File: src/hw/ldf_pkg.sv
// constants and types for the display duty, power and frame interrupt block
`default_nettype none
package ldf_pkg;
    localparam int ADDR_W = 18;
    localparam int DATA_W = 32;
    localparam int COM_W = 6;
    localparam int SEG_W = 7;
    localparam int IDX_W = 16;
    // register indices; byte address is four times the index
    localparam logic [IDX_W-1:0] IDX_DUTY = 16'h50A2;
    localparam logic [IDX_W-1:0] IDX_VREG = 16'h50A3;
    localparam logic [IDX_W-1:0] IDX_BOOST = 16'h50A4;
    localparam logic [IDX_W-1:0] IDX_MASK = 16'h50A5;
    localparam logic [IDX_W-1:0] IDX_FLAG = 16'h50A6;
    // field positions
    localparam int HVLD_BIT = 4;
    localparam int SRC_BIT = 1;
    localparam int BOOST_BIT = 0;
    localparam int IE_BIT = 0;
    localparam int IF_BIT = 0;
    // reset values
    localparam logic [1:0] DUTY_RST = 2'h2;
    localparam logic HVLD_RST = 1'h0;
    localparam logic SRC_RST = 1'h0;
    localparam logic BOOST_RST = 1'h0;
    localparam logic IE_RST = 1'h0;
    localparam logic IF_RST = 1'h0;
    // duty codes and active line counts
    localparam logic [1:0] DUTY_1_32 = 2'h2;
    localparam logic [1:0] DUTY_1_16 = 2'h1;
    localparam logic [COM_W-1:0] COM_1_32 = 6'h20;
    localparam logic [SEG_W-1:0] SEG_1_32 = 7'h38;
    localparam logic [COM_W-1:0] COM_1_16 = 6'h10;
    localparam logic [SEG_W-1:0] SEG_1_16 = 7'h48;
    // bus answers
    localparam logic [1:0] RESP_OKAY = 2'h0;
    localparam logic [1:0] RESP_SLVERR = 2'h2;

    typedef enum logic [2:0] {
        SEL_NONE,
        SEL_DUTY,
        SEL_VREG,
        SEL_BOOST,
        SEL_MASK,
        SEL_FLAG
    } ldf_sel_t;
endpackage : ldf_pkg
`default_nettype wire

File: src/hw/ldf_top.sv
// display duty select, power controls and frame interrupt with axi4-lite
`timescale 1ns/1ns
`default_nettype none
// Behaviour
// - two-bit duty field, reset 2; 2 is 1/32 duty, 1 is 1/16 duty
// - heavy-load protection bit at bit 4 of regulator control, reset 0
// - regulator source select at bit 1 of booster control, reset 0
// - booster enable at bit 0 of booster control, reset 0
// - frame interrupt enable at bit 0 of mask register, reset 0
// - frame flag sets on every rising frame edge, enable or not
// - interrupt request high while flag and enable are both one
// - writing one to flag bit 0 clears it; writing zero does nothing
module ldf_top (
    input wire logic CLOCK_I,
    input wire logic RST_N_I,
    input wire logic FRAME_I,
    input wire logic [ldf_pkg::ADDR_W-1:0] AWADDR_I,
    input wire logic AWVALID_I,
    output logic AWREADY_O,
    input wire logic [ldf_pkg::DATA_W-1:0] WDATA_I,
    input wire logic [3:0] WSTRB_I,
    input wire logic WVALID_I,
    output logic WREADY_O,
    output logic [1:0] BRESP_O,
    output logic BVALID_O,
    input wire logic BREADY_I,
    input wire logic [ldf_pkg::ADDR_W-1:0] ARADDR_I,
    input wire logic ARVALID_I,
    output logic ARREADY_O,
    output logic [ldf_pkg::DATA_W-1:0] RDATA_O,
    output logic [1:0] RRESP_O,
    output logic RVALID_O,
    input wire logic RREADY_I,
    output logic [1:0] DRIVE_DUTY_SEL_O,
    output logic [ldf_pkg::COM_W-1:0] COMMON_LINES_O,
    output logic [ldf_pkg::SEG_W-1:0] SEGMENT_LINES_O,
    output logic HEAVY_LOAD_PROTECT_O,
    output logic REGULATOR_SOURCE_SEL_O,
    output logic BOOSTER_ON_O,
    output logic FRAME_IRQ_O
);
    import ldf_pkg::*;

    // low two address bits ignored; word index compared whole
    function automatic ldf_sel_t ldf_decode(input logic [ADDR_W-1:0] a);
        logic [IDX_W-1:0] idx;
        idx = a[ADDR_W-1:2];
        case (idx)
            IDX_DUTY: ldf_decode = SEL_DUTY;
            IDX_VREG: ldf_decode = SEL_VREG;
            IDX_BOOST: ldf_decode = SEL_BOOST;
            IDX_MASK: ldf_decode = SEL_MASK;
            IDX_FLAG: ldf_decode = SEL_FLAG;
            default: ldf_decode = SEL_NONE;
        endcase
    endfunction : ldf_decode

    // reserved codes drive no lines
    function automatic logic [COM_W-1:0] ldf_com(input logic [1:0] d);
        case (d)
            DUTY_1_32: ldf_com = COM_1_32;
            DUTY_1_16: ldf_com = COM_1_16;
            default: ldf_com = '0;
        endcase
    endfunction : ldf_com

    function automatic logic [SEG_W-1:0] ldf_seg(input logic [1:0] d);
        case (d)
            DUTY_1_32: ldf_seg = SEG_1_32;
            DUTY_1_16: ldf_seg = SEG_1_16;
            default: ldf_seg = '0;
        endcase
    endfunction : ldf_seg

    // bus state
    logic aw_held_r, aw_held_nxt;
    logic w_held_r, w_held_nxt;
    logic [ADDR_W-1:0] awaddr_r, awaddr_nxt;
    logic [7:0] wdata_r, wdata_nxt;
    logic wstrb_r, wstrb_nxt;
    logic awready_r, awready_nxt;
    logic wready_r, wready_nxt;
    logic bvalid_r, bvalid_nxt;
    logic [1:0] bresp_r, bresp_nxt;
    logic arready_r, arready_nxt;
    logic rvalid_r, rvalid_nxt;
    logic [1:0] rresp_r, rresp_nxt;
    logic [7:0] rdata_r, rdata_nxt;
    logic do_wr, ar_acc;
    ldf_sel_t wsel, rsel;

    // control state
    logic [1:0] duty_r, duty_nxt;
    logic hvld_r, hvld_nxt;
    logic src_r, src_nxt;
    logic boost_r, boost_nxt;
    logic ie_r, ie_nxt;
    logic flag_r, flag_nxt;
    logic frame_d_r, frame_d_nxt;
    logic irq_r, irq_nxt;
    logic [COM_W-1:0] com_r, com_nxt;
    logic [SEG_W-1:0] seg_r, seg_nxt;
    logic frame_rise, flag_clr;

    always_comb begin
        wsel = ldf_decode(awaddr_r);
        rsel = ldf_decode(ARADDR_I);
        // write waits for both halves and a free response slot
        do_wr = aw_held_r & w_held_r & ~bvalid_r;
        ar_acc = ARVALID_I & arready_r;
        aw_held_nxt = (aw_held_r & ~do_wr) | (AWVALID_I & awready_r);
        w_held_nxt = (w_held_r & ~do_wr) | (WVALID_I & wready_r);
        awaddr_nxt = (AWVALID_I & awready_r) ? AWADDR_I : awaddr_r;
        wdata_nxt = (WVALID_I & wready_r) ? WDATA_I[7:0] : wdata_r;
        wstrb_nxt = (WVALID_I & wready_r) ? WSTRB_I[0] : wstrb_r;
        awready_nxt = ~aw_held_nxt;
        wready_nxt = ~w_held_nxt;
        bvalid_nxt = do_wr | (bvalid_r & ~BREADY_I);
        bresp_nxt = bresp_r;
        if (do_wr) begin
            bresp_nxt = (wsel == SEL_NONE) ? RESP_SLVERR : RESP_OKAY;
        end
        rvalid_nxt = ar_acc | (rvalid_r & ~RREADY_I);
        arready_nxt = ~rvalid_nxt;
        rresp_nxt = rresp_r;
        rdata_nxt = rdata_r;
        if (ar_acc) begin
            rresp_nxt = (rsel == SEL_NONE) ? RESP_SLVERR : RESP_OKAY;
            rdata_nxt = 8'h00;
            case (rsel)
                SEL_DUTY: rdata_nxt[1:0] = duty_r;
                SEL_VREG: rdata_nxt[HVLD_BIT] = hvld_r;
                SEL_BOOST: begin
                    rdata_nxt[SRC_BIT] = src_r;
                    rdata_nxt[BOOST_BIT] = boost_r;
                end
                SEL_MASK: rdata_nxt[IE_BIT] = ie_r;
                SEL_FLAG: rdata_nxt[IF_BIT] = flag_r;
                default: rdata_nxt = 8'h00;
            endcase
        end
    end

    always_ff @(posedge CLOCK_I or negedge RST_N_I) begin
        if (!RST_N_I) begin
            aw_held_r <= 1'b0;
            w_held_r <= 1'b0;
            awaddr_r <= '0;
            wdata_r <= 8'h00;
            wstrb_r <= 1'b0;
            awready_r <= 1'b1;
            wready_r <= 1'b1;
            bvalid_r <= 1'b0;
            bresp_r <= RESP_OKAY;
            arready_r <= 1'b1;
            rvalid_r <= 1'b0;
            rresp_r <= RESP_OKAY;
            rdata_r <= 8'h00;
        end else begin
            aw_held_r <= aw_held_nxt;
            w_held_r <= w_held_nxt;
            awaddr_r <= awaddr_nxt;
            wdata_r <= wdata_nxt;
            wstrb_r <= wstrb_nxt;
            awready_r <= awready_nxt;
            wready_r <= wready_nxt;
            bvalid_r <= bvalid_nxt;
            bresp_r <= bresp_nxt;
            arready_r <= arready_nxt;
            rvalid_r <= rvalid_nxt;
            rresp_r <= rresp_nxt;
            rdata_r <= rdata_nxt;
        end
    end

    always_comb begin
        // frame comes from the drive core on this clock; no synchroniser
        frame_d_nxt = FRAME_I;
        frame_rise = FRAME_I & ~frame_d_r;
        flag_clr = do_wr & wstrb_r & (wsel == SEL_FLAG) & wdata_r[IF_BIT];
        duty_nxt = duty_r;
        hvld_nxt = hvld_r;
        src_nxt = src_r;
        boost_nxt = boost_r;
        ie_nxt = ie_r;
        if (do_wr && wstrb_r) begin
            case (wsel)
                SEL_DUTY: duty_nxt = wdata_r[1:0];
                SEL_VREG: hvld_nxt = wdata_r[HVLD_BIT];
                SEL_BOOST: begin
                    src_nxt = wdata_r[SRC_BIT];
                    boost_nxt = wdata_r[BOOST_BIT];
                end
                SEL_MASK: ie_nxt = wdata_r[IE_BIT];
                default: ie_nxt = ie_r;
            endcase
        end
        // a rising edge in the clearing cycle wins, so no frame is lost
        flag_nxt = frame_rise | (flag_r & ~flag_clr);
        // level request; relies on a level-sensitive controller
        irq_nxt = flag_nxt & ie_nxt;
        com_nxt = ldf_com(duty_nxt);
        seg_nxt = ldf_seg(duty_nxt);
    end

    always_ff @(posedge CLOCK_I or negedge RST_N_I) begin
        if (!RST_N_I) begin
            duty_r <= DUTY_RST;
            hvld_r <= HVLD_RST;
            src_r <= SRC_RST;
            boost_r <= BOOST_RST;
            ie_r <= IE_RST;
            flag_r <= IF_RST;
            irq_r <= 1'b0;
            com_r <= COM_1_32;
            seg_r <= SEG_1_32;
        end else begin
            duty_r <= duty_nxt;
            hvld_r <= hvld_nxt;
            src_r <= src_nxt;
            boost_r <= boost_nxt;
            ie_r <= ie_nxt;
            flag_r <= flag_nxt;
            irq_r <= irq_nxt;
            com_r <= com_nxt;
            seg_r <= seg_nxt;
        end
    end

    // edge history runs through reset: a frame already high at release
    // must not look like a fresh rising edge
    always_ff @(posedge CLOCK_I) begin
        frame_d_r <= frame_d_nxt;
    end

    assign AWREADY_O = awready_r;
    assign WREADY_O = wready_r;
    assign BVALID_O = bvalid_r;
    assign BRESP_O = bresp_r;
    assign ARREADY_O = arready_r;
    assign RVALID_O = rvalid_r;
    assign RRESP_O = rresp_r;
    assign RDATA_O = {24'h000000, rdata_r};
    assign DRIVE_DUTY_SEL_O = duty_r;
    assign COMMON_LINES_O = com_r;
    assign SEGMENT_LINES_O = seg_r;
    assign HEAVY_LOAD_PROTECT_O = hvld_r;
    assign REGULATOR_SOURCE_SEL_O = src_r;
    assign BOOSTER_ON_O = boost_r;
    assign FRAME_IRQ_O = irq_r;
endmodule : ldf_top
`default_nettype wire

File: config.mk
export PLATFORM = sky130hd
export DESIGN_NAME = ldf_top
export DESIGN_NICKNAME = d
export VERILOG_FILES = /design/src/hw/ldf_pkg.sv /design/src/hw/ldf_top.sv
export SDC_FILE = /design/constraint.sdc
export NUM_CORES = 1
export LEC_CHECK = 0
export BUFFER_PORTS_ARGS = -buffer_cell sky130_fd_sc_hd__buf_2
export CAP_MARGIN = 40
export CELL_PAD_IN_SITES_DETAIL_PLACEMENT = 1
export CELL_PAD_IN_SITES_GLOBAL_PLACEMENT = 1
export CORE_UTILIZATION = 33
export DETAILED_ROUTE_END_ITERATION = 16
export PLACE_DENSITY_LB_ADDON = 0.1
export SLEW_MARGIN = 10
export SYNTH_ARGS = -nofsm -noshare
export SYNTH_HDL_FRONTEND = slang
export SYNTH_SLANG_ARGS = --single-unit
File: constraint.sdc
create_clock -name CLOCK_I -period 6.17 [get_ports CLOCK_I]
set_input_delay 0.617 -clock CLOCK_I [delete_from_list [all_inputs] [get_ports CLOCK_I]]
set_output_delay 0.617 -clock CLOCK_I [all_outputs]
set_load 0.005 [all_outputs]
==> flow_results.org, run 1 <==
** Clock tree
- The tree is rooted in a sky130_fd_sc_hd__clkbuf_8.
- H-tree depth reported by CTS :: 2
- Clock tree synthesis found a total of 44 sinks.
- The clock passes through at most 2 buffers.
- CTS tree :: yes
- Cts hold-fix bufs :: 0
- Setup Buffers After CTS :: 0
- Clock Pin Slew Worst Setup and Hold Paths :: 0.08 ns
- The later pin in the worst-skew pair is clocked with a latency of 0.29 ns.
- Post_cts resized :: 0
- The number of clock buffers added by TritonCTS is 5.

** Timing
- Setup TNS after final layout :: 0 ns
- Final-report hold violation count :: 0
- Max Clock Freq :: between 0.4 and 0.5 GHz
- Share of the cycle needed by the critical path after routing :: 0.366
- For the pin with the worst max-slew slack, the measured transition is 0.702 ns.
- Worst clock skew on the final layout :: 0.00370 ns
- Final setup violating endpoints :: 0
- Setup repair after global routing left no endpoint under its margin.
- Final worst setup slack :: 3.91 ns
- Worst slew slack as a fraction of its limit :: 0.531
- Final critical path time including I/O delays and setup :: 2.26 ns
- Final Slew Violations :: 0

** Placed design
- RePlAce Congestion :: 0.696
- Post-DP HPWL :: 3.15 mm
- Buffers placed on the I/O ports in this run total between 60 and 70.
- Before CTS, the worst setup slack after placement is roughly 3.9 ns.
- Total placed cells including tap cells :: 324

** Worst setup path
- The worst register-to-register path begins at awaddr_r[10].
- In this run the worst setup path begins at awaddr_r[10].
- Counting buffers and inverters, the worst setup path is 6 cells deep.
- Data on the critical path is required at its endpoint by 6.41 ns.
- Critical path buffers and inverters :: 1
- CP Capture Type :: flop
- Cell type of the slowest stage on the worst timing path :: sky130_fd_sc_hd__or4b_4
- The critical path goes through nor4b_2, nand4_2, or4b_4, mux2_4, ha_1, inv_1.
- Delay of the slowest critical-path stage :: between 0.6 and 0.7 ns
- For the worst flop-to-flop path, the logic depth is 6.
- Setup Crit Path Kind :: reg -> reg
- STA classifies the critical path startpoint as a flop.
- For flop-to-flop paths, the worst setup slack is 3.91 ns.
- Cell class contributing the biggest share of worst-path delay :: simple AND/OR/NAND/NOR gates
- The critical path ends at SEGMENT_LINES_O[3].
- Maximum net fanout on the critical path :: 7
- End of the worst register-to-register path :: SEGMENT_LINES_O[3]
- Worst path arrival time :: 2.50 ns

** Synthesis
- The synthesized netlist occupies a cell area of 2190 um2.
- Predominant post-synthesis flop cell :: sky130_fd_sc_hd__dfrtp_1
- In the synthesized netlist, the number of instances is 187.
- Of all cell types, the one taking the most synthesized area is sky130_fd_sc_hd__dfrtp_1.
- Leading cell types by total area after synthesis :: sky130_fd_sc_hd__dfrtp_1 (42%), sky130_fd_sc_hd__buf_4 (14%), sky130_fd_sc_hd__mux2_2 (12%)
- Counting instances in the post-synthesis netlist gives the leading cell types as sky130_fd_sc_hd__buf_4 (41), sky130_fd_sc_hd__dfrtp_1 (37), sky130_fd_sc_hd__mux2_2 (24).
- After synthesis, the share of flip-flops with an asynchronous set or reset is 0.977.
- In the post-synthesis netlist, the cell with the most instances is sky130_fd_sc_hd__buf_4.
- Count of cell types in the netlist :: 42
- Counting flops and latches in the post-synthesis netlist gives 44.
- The synthesized design contains 0 enable-type register cells.
- Warnings from Yosys :: 0
- Syn_area_per_cell :: 11.7 um2
- Of the post-synthesis cell area, the dominant cell type holds 0.423.
- For this run, the register share of the synthesized area comes to 0.504.

** Cells and area
- The sequential cells in the finished layout cover a total of roughly 1100 um2.
- Excluding fillers, the count of instances in the completed layout stands at 332.
- After the last flow step, the layout net total stands at approximately 340.
- Relative to the synthesized area, the layout overhead comes to 16.8%.
- The repair_antennas step left the layout with diodes totalling 0.
- Multi-input gate area :: 866 um2
- Layout filler cell count :: approximately 740
- Of the cells placed in the final design, the portion with a size suffix greater than 1 is 0.447.

** Global route
- The first global-routing pass estimated ~6.6 mm of wire.
- Initial antenna violation count :: 0
- Via count of the first global-routing pass :: 1,406
- Global routing finished with a remaining overflow of 0.
- Entering global routing, the biggest net connects 35 pins.
- For this run, the total global-route usage over all layers was measured as 0.120.

** Detailed routing
- Post-DR wirelength/cell :: 12.2 um
- Number of vias per cell after detailed routing :: approximately 4.4
- After detailed routing, the number of remaining DRC violations is 0.
- After detailed routing, the total wire length is 4.05 mm.
- In this run, the number of DRC markers left after iteration 0 of detailed routing was 13.
- Number of nets with antenna violations after routing :: 0
- Routed vias :: 1,458
- Drt pass-1 iters :: 2

** Die
- In this run the core area contains 29 standard-cell rows.
- I/O pins :: 140
- Std-Cell Core Area :: 6390 um2
- Die Area :: around 7000 um2
- The floorplan step set the die height to roughly 83 um.
- Horizontal die dimension :: 83.5 um
- The initial utilization of the core area, before any placement, comes to 0.343.

** Outcome
- Status :: finished clean

** Pwr
- The worst-case IR drop observed on VDD is 221 uV.
- Summed over all cells, the static leakage comes to 1.34 nW.
- For this design the ratio of total power to cell area is 338 nW/um2.
- The completed layout was analyzed and its total power is 866 uW.

** Worst hold path
- Kind of path behind the tightest hold check :: in -> async

** Job
- Max-cap violations :: 0
==> final cells by class <==
type	instances	area share
clock buffers	5	0.0269
repair buffers	66	0.135
well taps	77	0.0376
multi-input cells	127	0.338
flip-flops and latches	44	0.431
inverters	10	0.0147
clock inverters	3	0.0166
==> stage by stage <==
stage,utilization,area (um2),hold WS (ns)
3_5_place_dp,0.383,2450,0.464
5_1_grt,0.401,2560,0.178
4_1_cts,0.401,2560,0.173
3_3_place_gp,0.380,2430,0.451
6_report,0.401,2560,0.179
2_1_floorplan,-,2330,0.321
==> sequential cells by signal, summed over array words and instances (netlist names), 2 cells and up <==
| name | flops |
|---|---|
| DRIVE_DUTY_SEL_O | 2 |
| SEGMENT_LINES_O | 2 |
| awaddr_r | 16 |
| rdata_r | 3 |
| wdata_r | 3 |
==> kinds of logic (layout without fill, tap and decap cells) <==
group                      count (synthesis)  count (layout)  synth area share
AOI/OAI and AO/OA                         18              18            0.0514
adders and majority gates                  2               2            0.0114
buffers and inverters                     53              84             0.164
DFF                                       44              44             0.504
muxes                                     28              28             0.146
other                                      1              38           0.00171
and+or+nand+nor                           41              41             0.121
==> routing by layer <==
metal	up-vias	track usage	routed length, um
met4	0	0.0416	46
met3	7	0.0435	372
met2	61	0.190	1950
met1	697	0.152	1670
met5	-	0	0
li1	693	-	-
==> worst min path at each step <==
stage,from,end,slack (ns),depth (start not counted)
2_1_floorplan,RST_N_I,BOOSTER_ON_O,0.32,0
3_3_place_gp,BRESP_O[1],BRESP_O[1],0.45,2
3_5_place_dp,BRESP_O[1],BRESP_O[1],0.46,2
4_1_cts,RST_N_I,rdata_r[0],0.17,1
5_1_grt,RST_N_I,rdata_r[0],0.18,1
6_report,RST_N_I,rdata_r[0],0.18,1
==> cells in the final DEF (no fill, tap or decap), types with 2 or more instances in the layout <==
cell type,Yosys,routed
sky130_fd_sc_hd__dfstp_2,6,6
sky130_fd_sc_hd__inv_1,10,10
sky130_fd_sc_hd__a21oi_1,3,3
sky130_fd_sc_hd__nor2b_1,2,2
sky130_fd_sc_hd__nor2_1,2,2
sky130_fd_sc_hd__o21ai_0,8,8
sky130_fd_sc_hd__nand2_1,12,12
sky130_fd_sc_hd__clkbuf_8,0,5
sky130_fd_sc_hd__buf_2,0,65
sky130_fd_sc_hd__dfrtp_1,37,37
sky130_fd_sc_hd__ha_1,2,2
sky130_fd_sc_hd__mux2_2,24,24
sky130_fd_sc_hd__nand3_1,5,5
sky130_fd_sc_hd__o31ai_1,2,2
sky130_fd_sc_hd__nand2b_1,2,2
sky130_fd_sc_hd__mux2i_1,2,2
sky130_fd_sc_hd__nand4_1,2,2
sky130_fd_sc_hd__mux2_4,2,2
sky130_fd_sc_hd__conb_1,1,38
==> where the power goes <==
part | internal [mW] | switching (mW)
combinational | 0.116 | 0.0854
clock | 0.120 | 0.0950
sequential | 0.383 | 0.0674
Note: power is estimated with default switching activity, not from simulation.
==> run 2, diff against run 1 <==
--- a/config.mk
+++ b/config.mk
@@ -9,7 +9,7 @@
 export CAP_MARGIN = 40
 export CELL_PAD_IN_SITES_DETAIL_PLACEMENT = 1
 export CELL_PAD_IN_SITES_GLOBAL_PLACEMENT = 1
-export CORE_UTILIZATION = 33
+export CORE_UTILIZATION = 31
 export DETAILED_ROUTE_END_ITERATION = 16
 export PLACE_DENSITY_LB_ADDON = 0.1
 export SLEW_MARGIN = 10
==> constraint.sdc (replaced) <==
create_clock -name CLOCK_I -period 2.2 [get_ports CLOCK_I]
set_input_delay 0.22 -clock CLOCK_I [delete_from_list [all_inputs] [get_ports CLOCK_I]]
set_output_delay 0.22 -clock CLOCK_I [all_outputs]
set_load 0.005 [all_outputs]
==> flow_results.org, run 2 (synthesis results as in run 1) <==
** Outcome
- Status :: finished clean

** Detailed routing
- The detail route stage leaves a number of antenna-violating nets equal to 0.
- For this block, the routed nets add up to between 4 and 5 mm of wire.
- Routed vias :: 1,496
- The first detailed-routing pass ran for 3 iterations.
- Using the TritonRoute via totals, the vias-per-cell ratio works out to 4.21.
- Violation count after the first detailed-routing iteration :: 21
- After detailed routing, the average wire length per cell comes to 12.1 um.
- DRC violation count after routing :: 0

** Die
- Std-Cell Core Area :: 6790 um2
- Row generation in the floorplan step produced 30 rows.
- I/O pins :: 140
- The initial utilization of the core area, before any placement, comes to 0.322.
- Horizontal die dimension :: roughly 86 um
- Die Area :: 7410 um2
- From bottom edge to top edge, the die measures 86.1 um.

** Cells and area
- Biggest registers after layout :: awaddr_r x16, rdata_r x3, wdata_r x3
- In the final layout, flip-flops and latches occupy 1100 um2.
- Synthesis-to-finish area growth :: 20.7%
- The filler cells instantiated in the layout total 802.
- The register with the most flip-flops in the layout has 16 of them.
- Share of cells above drive strength 1 :: 0.456
- Multi-input gate area :: 896 um2
- For this run, the post-layout net count is 340.
- Counting flops per register, the top entry is awaddr_r.
- Leaving out fill and tap cells, the most frequent cell in the layout is sky130_fd_sc_hd__buf_2.
- Commonest non-fill, non-tap cells in the layout :: sky130_fd_sc_hd__buf_2 (65), sky130_fd_sc_hd__conb_1 (38), sky130_fd_sc_hd__dfrtp_1 (37), sky130_fd_sc_hd__mux2_2 (24), sky130_fd_sc_hd__nand2_1 (12)
- Final antenna diode count :: 0

** Timing
- Worst clock skew on the final layout :: 0.00956 ns
- Final Slew Violations :: 0
- Max Clock Freq :: 0.468 GHz
- Unrepaired setup endpoints after global routing :: false
- Hold timing on the final database bottoms out at a slack of 0.0294 ns.
- Share of the cycle needed by the critical path after routing :: 0.970
- Final setup violating endpoints :: 0
- The worst pin sits at a relative slew slack of 0.520.
- The total count of hold-check failures in the final report is 0.
- Final critical path time including I/O delays and setup :: 2.14 ns
- After routing, the total negative slack on setup checks comes to 0 ns.
- Worst-margin pin slew :: 0.718 ns

** Global route
- Entering global routing, the biggest net connects 29 pins.
- Global-route wire length before repair :: 7.09 mm
- The number of global-route vias before repair is 1,439.
- Grt total ovfl :: 0
- For this run, the total global-route usage over all layers was measured as 0.125.
- The number of antenna violations at the first check in global routing was 0.

** Pwr
- Cell internal power was estimated by the tool at 1.75 mW.
- VDD sags by at most 384 uV.
- Relative contribution of the clock network to total power :: 0.252
- Sequential cell fraction of total power :: 0.515
- Switching pwr :: 723 uW
- PD cells :: 934 nW/um2
- Of the total power, the share spent switching nets is 0.293.
- Power comes to 2.47 mW.
- The share of total power dissipated in combinational logic is 0.233.
- Leakage power :: between 1 and 1.5 nW

** Clock tree
- In this run the clock root is driven by a sky130_fd_sc_hd__clkbuf_8.
- Clock-pin slew was measured on the worst setup and hold paths at ~0.09 ns.
- Buffers from clock root to sink, at most :: 2
- Clock tree synthesis found a total of 44 sinks.
- H-tree depth reported by CTS :: 2
- CTS tree :: yes
- Number of CTS-inserted buffers :: 5
- The later pin in the worst-skew pair is clocked with a latency of 0.30 ns.

** Worst setup path
- STA classifies the critical path endpoint as a flop.
- Setup Crit Path Kind :: reg -> reg
- Reg-to-reg slack, setup :: between 0.06 and 0.07 ns
- The worst register-to-register path ends at SEGMENT_LINES_O[3].
- Tracing the worst setup path back leads to its startpoint at awaddr_r[12].
- Worst path arrival time :: 2.38 ns
- Crit path cell chain :: nor4b_2, nand4_2, or4b_4, buf_6, mux2i_4, ha_4, inv_1
- Delay of the slowest critical-path stage :: 0.55 ns
- Worst reg-to-reg path cell count :: 7
- The largest individual stage delay along the critical path comes from the cell sky130_fd_sc_hd__or4b_4.
- STA puts the critical path data required time at 2.44 ns.
- Along the worst path, the maximum fanout reaches 3.
- Worst Setup EP :: SEGMENT_LINES_O[3]
- Type of element launching the critical path :: flop
- Worst reg2reg startpoint :: awaddr_r[12]

** Worst hold path
- Kind of path behind the tightest hold check :: in -> reg
- Startpoint of the most critical hold path :: FRAME_I

** Placed design
- RePlAce Congestion :: around 0.67
- Post-DP HPWL :: 3.28 mm
- Port Buffer Count :: 65

** Job
- Across the run, the number of max-cap violations was 0.
[run 2: final cells by class]
| type | count | share of cell area |
|---|---|---|
| sequential | 44 | 0.417 |
| clock buffer | 7 | 0.0289 |
| multi-input combinational | 127 | 0.339 |
| inverter | 10 | 0.0142 |
| tap | 96 | 0.0454 |
| clock inverter | 1 | 0.0114 |
| timing repair buffer | 70 | 0.144 |
[run 2: power groups by stage]
stage          combinational (mW)  sequential [mW]  clock [mW]
2_1_floorplan               0.459             1.23           0
3_3_place_gp                0.560             1.28           0
3_5_place_dp                0.581             1.28           0
4_1_cts                     0.584             1.27       0.641
5_1_grt                     0.657             1.32       0.672
6_report                    0.575             1.27       0.623
[run 2: repair_timing]
action,4_1_cts,5_1_grt
resized for setup,0,5
hold buffers,1,0
endpoints found under the hold margin,7,0
setup endpoints to repair,0,1
setup buffers,0,0
[run 2: worst max-delay path, delay by kind of cell, from the launching register on]
kind                     cells  cell delay (ns)
flip-flops                   1             0.40
buffers and inverters        2             0.18
multiplexers                 1             0.18
AND/OR/NAND/NOR              3             1.05
adder cells (fa/ha/maj)      1             0.27
[run 2: worst min-delay path by stage]
stage | to | slack (ns) | cells past startpoint
final | frame_d_r | 0.03 | 1
after global routing | frame_d_r | 0.02 | 1
after CTS | frame_d_r | 0.02 | 1
after detailed placement | COMMON_LINES_O[4] | 0.12 | 1
after global placement | frame_d_r | 0.34 | 1
after floorplan | BOOSTER_ON_O | -0.08 | 0
[run 2: per-layer routing]
metal / vias to the layer above / part of all wire / global-route usage
met3: 7 / 0.080 / 0.0395
met4: 0 / 0.014 / 0.0455
met1: 723 / 0.43 / 0.165
met2: 63 / 0.47 / 0.191
met5: - / 0 / 0
li1: 703 / - / -
[run 2: per-stage QoR]
step                instances  setup WS (ns)  instance area, um2   util
finish                    355         0.0650                2650  0.389
global route              355        0.00219                2650  0.389
CTS                       355         0.0171                2610  0.384
detailed placement        346         0.0401                2490  0.367
global placement          345         0.0562                2470  0.364
floorplan                 224         0.0444                2330      -
==> run 3, diff against run 2 <==
--- a/config.mk
+++ b/config.mk
@@ -12,6 +12,7 @@
 export CORE_UTILIZATION = 31
 export DETAILED_ROUTE_END_ITERATION = 16
 export PLACE_DENSITY_LB_ADDON = 0.1
+export REMOVE_ABC_BUFFERS = 1
 export SLEW_MARGIN = 10
 export SYNTH_ARGS = -nofsm -noshare
 export SYNTH_HDL_FRONTEND = slang
==> flow_results.org, run 3 (synthesis results as in run 1) <==
** Worst setup path
- The startpoint identified for the worst register-to-register timing path is BVALID_O.
- STA classifies the critical path endpoint as a flop.
- Cell type of the slowest stage on the worst timing path :: sky130_fd_sc_hd__or4b_4
- The worst setup path is launched from a flop.
- Maximum net fanout on the critical path :: 4
- Delay of the slowest critical-path stage :: ~0.59 ns
- End of the worst register-to-register path :: SEGMENT_LINES_O[3]
- Measured in cells, the most critical reg-to-reg path has a length of 6.
- At the worst endpoint, the arrival time is 2.33 ns.
- The setup check on the worst reg-to-reg path leaves a slack of between 0.1 and 0.15 ns.
- Worst Setup EP :: SEGMENT_LINES_O[3]
- Tracing the worst setup path back leads to its startpoint at BVALID_O.
- Crit path cell chain :: and3b_2, nand3b_1, or4b_4, mux2_4, ha_1, inv_1
- The critical path in this run is classified as reg -> reg.
- For the worst setup path, the data required time is 2.44 ns.

** Timing
- Worst slew slack as a fraction of its limit :: 0.526
- Timing would allow up to 0.478 GHz.
- Post-Route Hold Slack :: 0.0503 ns
- For the pin with the worst max-slew slack, the measured transition is 0.709 ns.
- Unrepaired setup endpoints after global routing :: false
- Setup violations remaining at the end of the flow were counted as 0.
- Final Slew Violations :: 0
- Worst clock skew on the final layout :: 0.00739 ns
- Setup TNS after final layout :: 0 ns
- Final critical path time including I/O delays and setup :: about 2.1 ns
- The total count of hold-check failures in the final report is 0.
- Final worst setup slack :: 0.106 ns
- Share of the cycle needed by the critical path after routing :: 0.952

** Cells and area
- In the final layout, the multi-input gates occupy ~870 um2.
- The number of antenna diodes in the final layout is 0.
- Counting the fill cells in the layout gives 785.
- Compared with the post-synthesis result, the final layout area differs by 18.4%.
- Biggest register :: awaddr_r
- Biggest registers after layout :: awaddr_r x16, rdata_r x3, wdata_r x3
- Final design area excluding fillers :: 2590 um2
- Flip-flop count of the largest register, all copies and words added :: 16
- The sequential cells in the finished layout cover a total of 1100 um2.
- In the layout the commonest cells are sky130_fd_sc_hd__buf_2 (65), sky130_fd_sc_hd__conb_1 (38), sky130_fd_sc_hd__dfrtp_1 (37), sky130_fd_sc_hd__mux2_2 (24), sky130_fd_sc_hd__nand2_1 (12).
- Of the cells placed in the final design, the portion with a size suffix greater than 1 is 0.446.
- Most common cell after layout, fill and taps aside :: sky130_fd_sc_hd__buf_2
- In the final design database the tool counted roughly 340 nets.

** Clock tree
- Number of CTS-inserted buffers :: 5
- CTS built an H-tree with a depth of 2.
- After clock tree synthesis, the clock-pin slew on the worst setup and hold paths is 0.08 ns.
- CTS tree :: yes
- Post-CTS timing repair inserted 0 buffers for setup.
- Clock Tree Root :: sky130_fd_sc_hd__clkbuf_8
- The clock drives 44 sinks.
- Clock latency on the worst-skew pair, taken at its later pin, is between 0.2 and 0.3 ns.
- The longest clock path from root to sink contains 2 buffers.

** Global route
- GRT Overall Usage :: 0.118
- Global-route wire length before repair :: 6.84 mm
- Pin count of the biggest net entering global routing :: 25
- For this run the aggregate overflow at the end of global routing stands at 0.
- Initial antenna violation count :: 0
- Via count of the first global-routing pass :: around 1,500

** Die
- Row generation in the floorplan step produced 30 rows.
- Die Area :: 7410 um2
- The initial utilization of the core area, before any placement, comes to 0.322.
- Std-Cell Core Area :: 6790 um2
- Vertical extent of the die :: 86.1 um
- During I/O placement, the number of pins put on the boundary was 140.
- Horizontal die dimension :: 86.1 um

** Outcome
- Status :: finished clean

** Detailed routing
- Detailed-route wire length :: 4.11 mm
- Violation count after the first detailed-routing iteration :: 53
- Detailed routing placed a total of 1.86 mm of wire on met2.
- Signal routing reaches up to met4.
- In the routed layout, each cell is associated on average with a via count of around 4.2.
- Number of nets with antenna violations after routing :: 0
- In the final routed layout, each cell accounts on average for 11.6 um.
- For this run, the detailed router's first-pass iteration total came to 3.
- Routed wire length on met3 :: 477 um
- DRC violation count after routing :: 0
- The detailed router put a total of 1.74 mm of wire on met1.
- The routed layout has 1,493 vias.

** Pwr
- IR drop worst, VDD :: 447 uV
- Leakage power :: 1.35 nW
- PD cells :: 918 nW/um2

** Placed design
- Port Buffer Count :: 65
- Once detailed placement completed, the half-perimeter wirelength came to about 3.3 mm.
- Worst setup slack after placement :: 0.0463 ns
- Cell Area, Placed :: around 2500 um2
- Routability-driven placement finished with a final weighted congestion of 0.695.

** Job
- The tool flagged a number of max-cap violations equal to 0.

** Worst hold path
- The path class of the tightest hold or removal check is in -> reg.
==> run 3: changes by cell type in the layout (fill, tap and decap cells not counted), sizes merged <==
cell / delta
buf: -1
bufinv: -1
clkbuf: +1
==> run 3: how the worst min path moves through the flow <==
stage	start	to	slack [ns]	cells past startpoint
final	FRAME_I	frame_d_r	0.05	1
after floorplan	RST_N_I	BOOSTER_ON_O	-0.08	0
after CTS	FRAME_I	frame_d_r	0.04	1
after global routing	FRAME_I	frame_d_r	0.04	1
after detailed placement	RST_N_I	rdata_r[4]	0.24	1
after global placement	RST_N_I	rdata_r[4]	0.24	1
==> run 3: metal layers <==
layer,vias to the layer above,track usage
met1,704,0.143
met5,-,0
li1,699,-
met3,5,0.0443
met4,0,0.0273
met2,85,0.198
==> run 3: worst max-delay path, delay by kind of cell, from the launching register on <==
kind / cells / cell delay [ns]
flops: 1 / 0.40
mux: 1 / 0.33
buf+inv: 1 / 0.05
simple gates: 3 / 0.99
fa+ha+maj: 1 / 0.27
==> run 3: power by group <==
group,internal (mW),total [mW],switching (mW)
Clock,0.287,0.542,0.255
Sequential,1.08,1.27,0.191
Combinational,0.331,0.573,0.242
==> run 3: area by class of cell <==
| cell class | instances | share of cell area |
|---|---|---|
| flip-flops and latches | 44 | 0.425 |
| multi-input cells | 127 | 0.337 |
| repair buffers | 69 | 0.138 |
| well taps | 96 | 0.0463 |
| clock buffers | 8 | 0.0386 |
| inverters | 10 | 0.0145 |
==> run 3: what timing repair did <==
| item | CTS | global route |
|---|---|---|
| setup endpoints to repair | 0 | 1 |
| hold buffers | 1 | 0 |
| gates resized for setup | 0 | 1 |
| endpoints found under the hold margin | 19 | 0 |
==> run 3: per-stage QoR <==
stage	total power, mW	utilization	instances
floorplan	1.63	-	181
global placement	1.84	0.364	345
detailed placement	1.85	0.364	345
CTS	2.42	0.380	354
global route	2.57	0.382	354
finish	2.38	0.382	354
